===== config.mk =====
export PLATFORM = sky130hd
export DESIGN_NAME = tic_timer
export DESIGN_NICKNAME = d
export VERILOG_FILES = /design/src/common/tic_pkg.sv /design/src/design/tic_timer.sv
export SDC_FILE = /design/constraint.sdc
export NUM_CORES = 1
export LEC_CHECK = 0
export ABC_AREA = 0
export BUFFER_PORTS_ARGS = -buffer_cell sky130_fd_sc_hd__buf_4
export CAP_MARGIN = 30
export CORE_MARGIN = 3
export CORE_UTILIZATION = 40
export CTS_BUF_LIST = sky130_fd_sc_hd__clkbuf_4
export DETAILED_ROUTE_END_ITERATION = 8
export PLACE_DENSITY = 0.61
export SYNTH_ARGS = -nofsm -noshare
export SYNTH_HDL_FRONTEND = slang
export SYNTH_SLANG_ARGS = --single-unit

===== constraint.sdc =====
create_clock -name mclk -period 4.8 [get_ports mclk]
set_input_delay 0.48 -clock mclk [delete_from_list [all_inputs] [get_ports mclk]]
set_output_delay 0.48 -clock mclk [all_outputs]
set_load 0.05 [all_outputs]

===== src/common/tic_pkg.sv =====
// shared constants and types for the 16-bit capture timer
package tic_pkg;

	// register indices; byte address is four times the index
	localparam logic [7:0] TIC_CTRL_IDX   = 8'h12;
	localparam logic [7:0] TIC_STATUS_IDX = 8'h13;
	localparam logic [7:0] TIC_CAPH_IDX   = 8'h14;
	localparam logic [7:0] TIC_CAPL_IDX   = 8'h15;
	localparam logic [7:0] TIC_PRIH_IDX   = 8'h18;
	localparam logic [7:0] TIC_PRIL_IDX   = 8'h19;
	localparam logic [7:0] TIC_ALTH_IDX   = 8'h1A;
	localparam logic [7:0] TIC_ALTL_IDX   = 8'h1B;
	localparam logic [7:0] TIC_CISEL_IDX  = 8'h1C;

	// field positions in status and control bytes
	localparam int TIC_BIT_CF    = 7;
	localparam int TIC_BIT_OF    = 5;
	localparam int TIC_BIT_CIE   = 7;
	localparam int TIC_BIT_OIE   = 5;
	localparam int TIC_BIT_CAPTURE_EDGE_SELECT  = 1;
	localparam int TIC_BIT_CISEL = 0;

	// counter values
	localparam logic [15:0] TIC_CNT_PRESET = 16'hFFFC;
	localparam logic [15:0] TIC_CNT_MAX    = 16'hFFFF;
	localparam logic [15:0] TIC_CNT_ONE    = 16'h0001;
	localparam logic [1:0]  TIC_PRESC_LAST = 2'h3;

	// bus cycles before the counter may run after a reset
	localparam logic [11:0] TIC_STARTUP_CYCLES = 12'h0FE0;

	// data bus reset and padding values
	localparam logic [31:0] TIC_RDATA_RESET = 32'h0000_0000;
	localparam logic [23:0] TIC_RDATA_PAD   = 24'h00_0000;

	// timer control bits that steer the block
	typedef struct packed {
		logic cie;   // capture interrupt enable
		logic oie;   // overflow interrupt enable
		logic capture_edge_select;  // capture edge select, 1 = rising
	} tic_ctrl_s;

endpackage


===== src/design/tic_timer.sv =====
// 16-bit free-running timer with alternate count view and input capture
`timescale 1ns/1ps

module tic_timer
	import tic_pkg::*;
(
	// clock and resets
	input  wire logic        mclk,
	input  wire logic        rst_b,
	input  wire logic        por_b,
	// avalon-mm slave, word addressed
	input  wire logic [7:0]  avs_address,
	input  wire logic        avs_read,
	input  wire logic        avs_write,
	input  wire logic [31:0] avs_writedata,
	output logic      [31:0] avs_readdata,
	output logic             avs_waitrequest,
	// power mode
	input  wire logic        stop_mode,
	// capture pin and shared port
	input  wire logic        shared_port_pin_in,
	input  wire logic        comparator_out,
	input  wire logic        port_data_bit,
	input  wire logic        port_dir_out,
	output logic             shared_port_pin_out,
	output logic             shared_port_pin_oe_b,
	output logic             port_read_bit,
	output logic             comparator_enable,
	// timer interrupt request
	output logic             timer_irq
);

	// low byte view: frozen copy or live counter byte
	function automatic logic [7:0] lo_view(input logic frozen,
		input logic [7:0] hold, input logic [7:0] live);
		lo_view = frozen ? hold : live;
	endfunction

	// counter and prescaler state
	logic [15:0] cnt;          // free-running count
	logic [1:0]  presc;        // divide-by-four prescaler
	logic [11:0] start_cnt;    // start-up delay counter
	// control and status
	tic_ctrl_s   ctrl;         // enables and edge select
	logic        cap_flag;     // capture event flag
	logic        ovf_flag;     // overflow event flag
	logic        cf_arm;       // status seen with capture flag set
	logic        of_arm;       // status seen with overflow flag set
	// latches for the two count views
	logic        alt_frozen;   // alternate low byte held
	logic [7:0]  alt_hold;     // alternate low byte copy
	logic        pri_frozen;   // primary low byte held
	logic [7:0]  pri_hold;     // primary low byte copy
	// capture path
	logic [15:0] cap_val;      // captured count
	logic        cap_block;    // capture high read, low pending
	logic        cap_q;        // previous capture level
	logic        cap_primed;   // cap_q valid after reset
	logic        armed;        // edge seen while stopped
	logic [15:0] arm_val;      // count plus one taken at that edge
	logic        stop_q;       // stop_mode one cycle ago

	// bus handshake: reads act on the first edge, writes on the
	// edge where waitrequest is low, so both see a steady request
	wire rd_take = avs_read & avs_waitrequest;
	wire wr_take = avs_write & ~avs_waitrequest;
	wire req     = avs_read | avs_write;

	// address decode
	wire hit_ctrl   = avs_address == TIC_CTRL_IDX;
	wire hit_status = avs_address == TIC_STATUS_IDX;
	wire hit_caph   = avs_address == TIC_CAPH_IDX;
	wire hit_capl   = avs_address == TIC_CAPL_IDX;
	wire hit_prih   = avs_address == TIC_PRIH_IDX;
	wire hit_pril   = avs_address == TIC_PRIL_IDX;
	wire hit_alth   = avs_address == TIC_ALTH_IDX;
	wire hit_altl   = avs_address == TIC_ALTL_IDX;
	wire hit_cisel  = avs_address == TIC_CISEL_IDX;

	// read and write strobes per register
	wire rd_status = rd_take & hit_status;
	wire rd_caph   = rd_take & hit_caph;
	wire rd_capl   = rd_take & hit_capl;
	wire rd_prih   = rd_take & hit_prih;
	wire acc_pril  = (rd_take | wr_take) & hit_pril;
	wire rd_alth   = rd_take & hit_alth;
	wire rd_altl   = rd_take & hit_altl;
	wire wr_ctrl   = wr_take & hit_ctrl;
	wire wr_cisel  = wr_take & hit_cisel;
	wire [7:0] wbyte = avs_writedata[7:0];

	// counter timing
	wire started = start_cnt == TIC_STARTUP_CYCLES;
	wire run     = started & ~stop_mode;
	wire tick    = run & (presc == TIC_PRESC_LAST);
	wire wrap    = tick & (cnt == TIC_CNT_MAX);

	// capture source and edge detection
	wire cap_src  = comparator_enable ? comparator_out
		: shared_port_pin_in;
	wire cap_edge = cap_primed & (cap_q != cap_src)
		& (cap_src == ctrl.capture_edge_select);
	wire wake     = stop_q & ~stop_mode;
	wire live_cap = cap_edge & ~stop_mode;
	wire take_arm = wake & armed & ~cap_block;
	wire take_liv = live_cap & ~cap_block & ~(wake & armed);
	wire cap_set  = live_cap | (wake & armed);
	wire [15:0] cnt_next_val = cnt + TIC_CNT_ONE;

	// register byte images
	// widen before shifting so no bit is lost to a 1-bit shift
	wire [7:0] ctrl_byte = (8'(ctrl.cie) << TIC_BIT_CIE)
		| (8'(ctrl.oie) << TIC_BIT_OIE)
		| (8'(ctrl.capture_edge_select) << TIC_BIT_CAPTURE_EDGE_SELECT);
	wire [7:0] status_byte = (8'(cap_flag) << TIC_BIT_CF)
		| (8'(ovf_flag) << TIC_BIT_OF);
	wire [7:0] cisel_byte = 8'(comparator_enable) << TIC_BIT_CISEL;

	// read mux; unmapped indices read as zero
	wire [7:0] rd_byte =
		hit_ctrl   ? ctrl_byte :
		hit_status ? status_byte :
		hit_caph   ? cap_val[15:8] :
		hit_capl   ? cap_val[7:0] :
		hit_prih   ? cnt[15:8] :
		hit_pril   ? lo_view(pri_frozen, pri_hold, cnt[7:0]) :
		hit_alth   ? cnt[15:8] :
		hit_altl   ? lo_view(alt_frozen, alt_hold, cnt[7:0]) :
		hit_cisel  ? cisel_byte : 8'h00;

	// one wait state for every access
	always_ff @(posedge mclk) begin
		if (!rst_b) begin
			avs_waitrequest <= 1'b1;
			avs_readdata    <= TIC_RDATA_RESET;
		end else begin
			avs_waitrequest <= ~(req & avs_waitrequest);
			if (rd_take) begin
				avs_readdata <= {TIC_RDATA_PAD, rd_byte};
			end
		end
	end

	// start-up delay, prescaler and counter; reads never reach here
	always_ff @(posedge mclk) begin
		if (!rst_b) begin
			cnt       <= TIC_CNT_PRESET;
			presc     <= 2'h0;
			start_cnt <= 12'h000;
		end else begin
			if (!started) begin
				start_cnt <= start_cnt + 12'h001;
			end
			// stop freezes both prescaler and counter
			if (run) begin
				presc <= presc + 2'h1;
			end
			if (tick) begin
				cnt <= cnt_next_val;
			end
		end
	end

	// alternate view latch; writes never reach it
	always_ff @(posedge mclk) begin
		if (!rst_b) begin
			alt_frozen <= 1'b0;
			alt_hold   <= 8'h00;
		end else if (rd_alth && !alt_frozen) begin
			alt_frozen <= 1'b1;
			alt_hold   <= cnt[7:0];
		end else if (rd_altl) begin
			alt_frozen <= 1'b0;
		end
	end

	// primary view latch, same scheme, but a low byte write also releases it
	always_ff @(posedge mclk) begin
		if (!rst_b) begin
			pri_frozen <= 1'b0;
			pri_hold   <= 8'h00;
		end else if (rd_prih && !pri_frozen) begin
			pri_frozen <= 1'b1;
			pri_hold   <= cnt[7:0];
		end else if (acc_pril) begin
			pri_frozen <= 1'b0;
		end
	end

	// enables cleared by device reset
	always_ff @(posedge mclk) begin
		if (!rst_b) begin
			ctrl.cie <= 1'b0;
			ctrl.oie <= 1'b0;
		end else if (wr_ctrl) begin
			ctrl.cie <= wbyte[TIC_BIT_CIE];
			ctrl.oie <= wbyte[TIC_BIT_OIE];
		end
		// edge select survives device reset, only power-on clears it
		if (!por_b) begin
			ctrl.capture_edge_select <= 1'b0;
		end else if (rst_b && wr_ctrl) begin
			ctrl.capture_edge_select <= wbyte[TIC_BIT_CAPTURE_EDGE_SELECT];
		end
	end

	// capture input select; also powers the comparator reference
	always_ff @(posedge mclk) begin
		if (!rst_b) begin
			comparator_enable <= 1'b0;
		end else if (wr_cisel) begin
			comparator_enable <= wbyte[TIC_BIT_CISEL];
		end
	end

	// edge detector history; primed so reset cannot fake an edge
	always_ff @(posedge mclk) begin
		if (!rst_b) begin
			cap_q      <= 1'b0;
			cap_primed <= 1'b0;
			stop_q     <= 1'b0;
		end else begin
			cap_q      <= cap_src;
			cap_primed <= 1'b1;
			stop_q     <= stop_mode;
		end
	end

	// first edge in stop is parked; a reset throws it away
	always_ff @(posedge mclk) begin
		if (!rst_b) begin
			armed   <= 1'b0;
			arm_val <= 16'h0000;
		end else if (stop_mode && cap_edge && !armed) begin
			armed   <= 1'b1;
			arm_val <= cnt_next_val;
		end else if (wake) begin
			armed   <= 1'b0;
		end
	end

	// capture block: high read stops transfers until low read
	always_ff @(posedge mclk) begin
		if (!rst_b) begin
			cap_block <= 1'b0;
		end else if (rd_caph) begin
			cap_block <= 1'b1;
		end else if (rd_capl) begin
			cap_block <= 1'b0;
		end
	end

	// capture data: untouched by device reset, newest wins except at wake, where the parked edge beats a live one
	always_ff @(posedge mclk) begin
		if (!por_b) begin
			cap_val <= 16'h0000;
		end else if (take_arm) begin
			cap_val <= arm_val;
		end else if (take_liv) begin
			cap_val <= cnt_next_val;
		end
	end

	// flags: set beats clear; only power-on resets them
	always_ff @(posedge mclk) begin
		if (!por_b) begin
			cap_flag <= 1'b0;
			ovf_flag <= 1'b0;
			cf_arm   <= 1'b0;
			of_arm   <= 1'b0;
		end else begin
			if (cap_set) begin
				cap_flag <= 1'b1;
			end else if (rd_capl && cf_arm) begin
				cap_flag <= 1'b0;
			end
			if (wrap) begin
				ovf_flag <= 1'b1;
			end else if (acc_pril && of_arm) begin
				ovf_flag <= 1'b0;
			end
			// the clear needs a status read that saw the flag
			if (rd_status && cap_flag) begin
				cf_arm <= 1'b1;
			end else if (rd_capl) begin
				cf_arm <= 1'b0;
			end
			if (rd_status && ovf_flag) begin
				of_arm <= 1'b1;
			end else if (acc_pril) begin
				of_arm <= 1'b0;
			end
		end
	end

	// interrupt request from enabled flags
	always_ff @(posedge mclk) begin
		if (!rst_b) begin
			timer_irq <= 1'b0;
		end else begin
			timer_irq <= (cap_flag & ctrl.cie)
				| (ovf_flag & ctrl.oie);
		end
	end

	// shared port pin; comparator mode forces it to input
	always_ff @(posedge mclk) begin
		if (!rst_b) begin
			shared_port_pin_oe_b <= 1'b1;
			shared_port_pin_out  <= 1'b0;
			port_read_bit        <= 1'b0;
		end else begin
			shared_port_pin_oe_b <= ~(port_dir_out
				& ~comparator_enable);
			shared_port_pin_out  <= port_data_bit;
			port_read_bit <= comparator_enable ? comparator_out
				: (port_dir_out ? port_data_bit
				: shared_port_pin_in);
		end
	end
endmodule


==> reports/results.ini <==
[run_status]
status=completed

[global_route]
first_pass_grt_wire_length_um=24610
antenna_found_initial=1
grt_pass1_vias=4707
grt.overflow.total=0
global_route.usage.total_pct=19.01
grt_start_max_net_pins=38

[yosys]
synthDistinctLibCells=74
synth.avg_cell_area_um2=8.452
main_combinational_cell_family_by_area_after_synthesis=simple AND/OR/NAND/NOR gates
synth_compound_area_share_pct=18.34
synthFlopType=sky130_fd_sc_hd__dfxtp_1
synth_area_leader_cell=sky130_fd_sc_hd__dfxtp_1
largest_cells_by_area_after_synthesis=sky130_fd_sc_hd__dfxtp_1 36%, sky130_fd_sc_hd__mux2i_1 8.0%, sky130_fd_sc_hd__nor2_1 3.5%, sky130_fd_sc_hd__nand2_1 3.2%, sky130_fd_sc_hd__buf_4 3.1%
syn_area_um2=5866
synth_simple_gate_area_share_pct=23.14
xor_xnor_cell_area_share_of_the_yosys_netlist_pct=2.986
yosys_warnings=0
edff_count_synth=0
yosys_register_bits=106
synth.yosys.seq_area_share_pct=36.18
synth-adder-area-share_pct=0.8532
asyncSetResetFlopFracSynth_pct=0
yosys.area.top_type_share_pct=36.18
post_synth_mux_area_share_pct=10.13
number_of_instances_in_the_synthesized_netlist=694

[clocking]
clkSlewWorstSetupHoldPaths_ps=160
clock_tree.buffer_depth=2
cts_hold_repair.buffers=0
post_cts_resized=0
tritoncts=built
tritoncts.num_buffers=9
insertion_delay_ps=480
post-cts-setup-buffers=0
clock-root-buffer=sky130_fd_sc_hd__clkbuf_4
tritoncts_num_sinks=106
h-tree-depth=3

[placement]
place_congestion=0.8895
place.port_buffers=35
place.detailed.hpwl_um=10960

[routing]
detail_route.iter0.violations=544
postRouteAntennaNets=0
number_of_vias_after_detailed_routing=5120
avgRoutedWirePerCell_um=17.82
detailedRoute.firstPassIterationCount=5
via_per_instance_ratio=5.858
wl_um=15580
drcViolationCount=0

[cells_and_area]
most_frequent_standard_cell_in_the_layout_excluding_fill_and_tap_cells=sky130_fd_sc_hd__dfxtp_1
drive_gt1_share_pct=10.68
most-common-layout-cells=106 x sky130_fd_sc_hd__dfxtp_1, 55 x sky130_fd_sc_hd__nor2_1, 50 x sky130_fd_sc_hd__nand2_1, 47 x sky130_fd_sc_hd__mux2i_1, 40 x sky130_fd_sc_hd__buf_4
synthToLayoutAreaGrowth_pct=5.461
nNetsFinal=742

[power_and_ir_drop]
total_leakage_power_uw=0.002366
worst_ir_drop_vdd_mv=0.1038
totalPowerFinal_uw=1505
power_density_nw_per_um2=243.3

[floorplanning]
io_pins=88
fp.dieW_um=127.1
die_area_um2=16150
dieHeight_um=127.1
design.core.area_um2=14100
row_count=43
initial_utilization_pct=41.61

[worst_setup_path]
timing.reg2reg.worst_path_depth=4
worstPathCellList=mux2i_1 > mux2_2 > nor4b_1 > a221oi_1
worst-path-max-fanout=11
crit_path_end_kind=flop
slowest_stage_delay_cp_ps=690
timing_worst_setup_path_type=flop to flop
data_required_critical_path_ps=5140
worst_path_max_delay_cell=sky130_fd_sc_hd__mux2i_1
cp-start-kind=flop
cp.arrival_ps=2980

[timing]
finalSetupViolations=0
final_hold_viol_count=0
tns_ps=0
worst-slew-pin-transition_ps=846.3
slew_headroom_pct=43.26
grt_setup_unrepaired=no
timing.final.crit_share_pct=55.00
slew_viol_final=0
fmax_ghz=0.3788
finClkSkew_ps=18.32
fin_crit_ps=2640

[min_path]
whs_path_depth=2
min-delay-path-class=input port to flop

[run]
max_cap_violations=0

## final timing paths
path                                  start                         end  slack [ps]
max          comparator_enable$_SDFFE_PN0P_    cap_val[11]$_SDFFE_PN0P_        2160
min                               avs_write  avs_waitrequest$_SDFF_PN1_         190
max reg2reg  comparator_enable$_SDFFE_PN0P_    cap_val[11]$_SDFFE_PN0P_        2160
min reg2reg         cap_val[1]$_SDFFE_PN0P_     cap_val[1]$_SDFFE_PN0P_         480
## report_power, final
part / switching (uW) / internal (uW)
Combinational: 134 / 49.9
Clock: 301 / 116
Sequential: 10.5 / 894
Total: 445 / 1060
## logic make-up (layout without fill, tap and decap cells)
family                     Yosys count  after routing
and+or+nand+nor                    252            252
AOI/OAI and AO/OA                  154            154
DFF                                106            106
buffers and inverters               99             75
muxes                               58             58
xor gates and xnor gates            20             20
adders and majority gates            4              4
other                                1             25
## cell type report
class | count | area (um2)
Multi-Input combinational cell | 512 | 3343
Tap cell | 180 | 225.2
Timing Repair Buffer | 41 | 311.5
Fill cell | 1408 | 7910
Sequential cell | 106 | 2122
Clock buffer | 11 | 82.58
Clock inverter | 5 | 31.28
Inverter | 18 | 67.56
Antenna cell | 1 | 2.502
## cells in the mapped netlist (17+ instances only)
| cell | n |
|---|---|
| sky130_fd_sc_hd__nor2_1 | 55 |
| sky130_fd_sc_hd__clkbuf_1 | 35 |
| sky130_fd_sc_hd__o21ai_0 | 21 |
| sky130_fd_sc_hd__mux2i_1 | 47 |
| sky130_fd_sc_hd__inv_1 | 17 |
| sky130_fd_sc_hd__nand3_1 | 22 |
| sky130_fd_sc_hd__nand2b_1 | 18 |
| sky130_fd_sc_hd__nand2_1 | 50 |
| sky130_fd_sc_hd__a21oi_1 | 28 |
| sky130_fd_sc_hd__buf_4 | 24 |
| sky130_fd_sc_hd__nor3_1 | 17 |
| sky130_fd_sc_hd__dfxtp_1 | 106 |
## critical path: cells and delay by family (launching register included)
family,cells,cell delay [ps]
compound gates,1,150
mux,2,1210
simple gates,1,620
flops,1,530
## state kept, by name (all words and copies together) (netlist names), 2 cells and up
name and count:
avs_readdata 8, presc 2, start_cnt 12, cnt 16, arm_val 16, alt_hold 8, ctrl 3, pri_hold 8
cap_val 16
## metrics by stage
step / hold WS [ps] / util (%) / worst slack [ps] / instance area [um2] / cells
finish: 190.9 / 43.88 / 2160 / 6186 / 874
global route: 164.3 / 43.88 / 1912 / 6186 / 874
CTS: 158.5 / 43.87 / 2128 / 6183 / 873
detailed placement: 456.0 / 43.06 / 2160 / 6070 / 857
global placement: 446.0 / 42.98 / 2182 / 6058 / 856
floorplan: 433.0 / - / 2509 / 5952 / 717
## routing by layer
metal / up-vias / GRT usage, % / wire (um)
li1: 2475 / - / -
met2: 166 / 28.83 / 6994
met5: - / 0 / 0
met3: 40 / 5.351 / 959
met4: 0 / 8.580 / 548
met1: 2439 / 25.20 / 7073
Power figures use the tool's default switching activity.
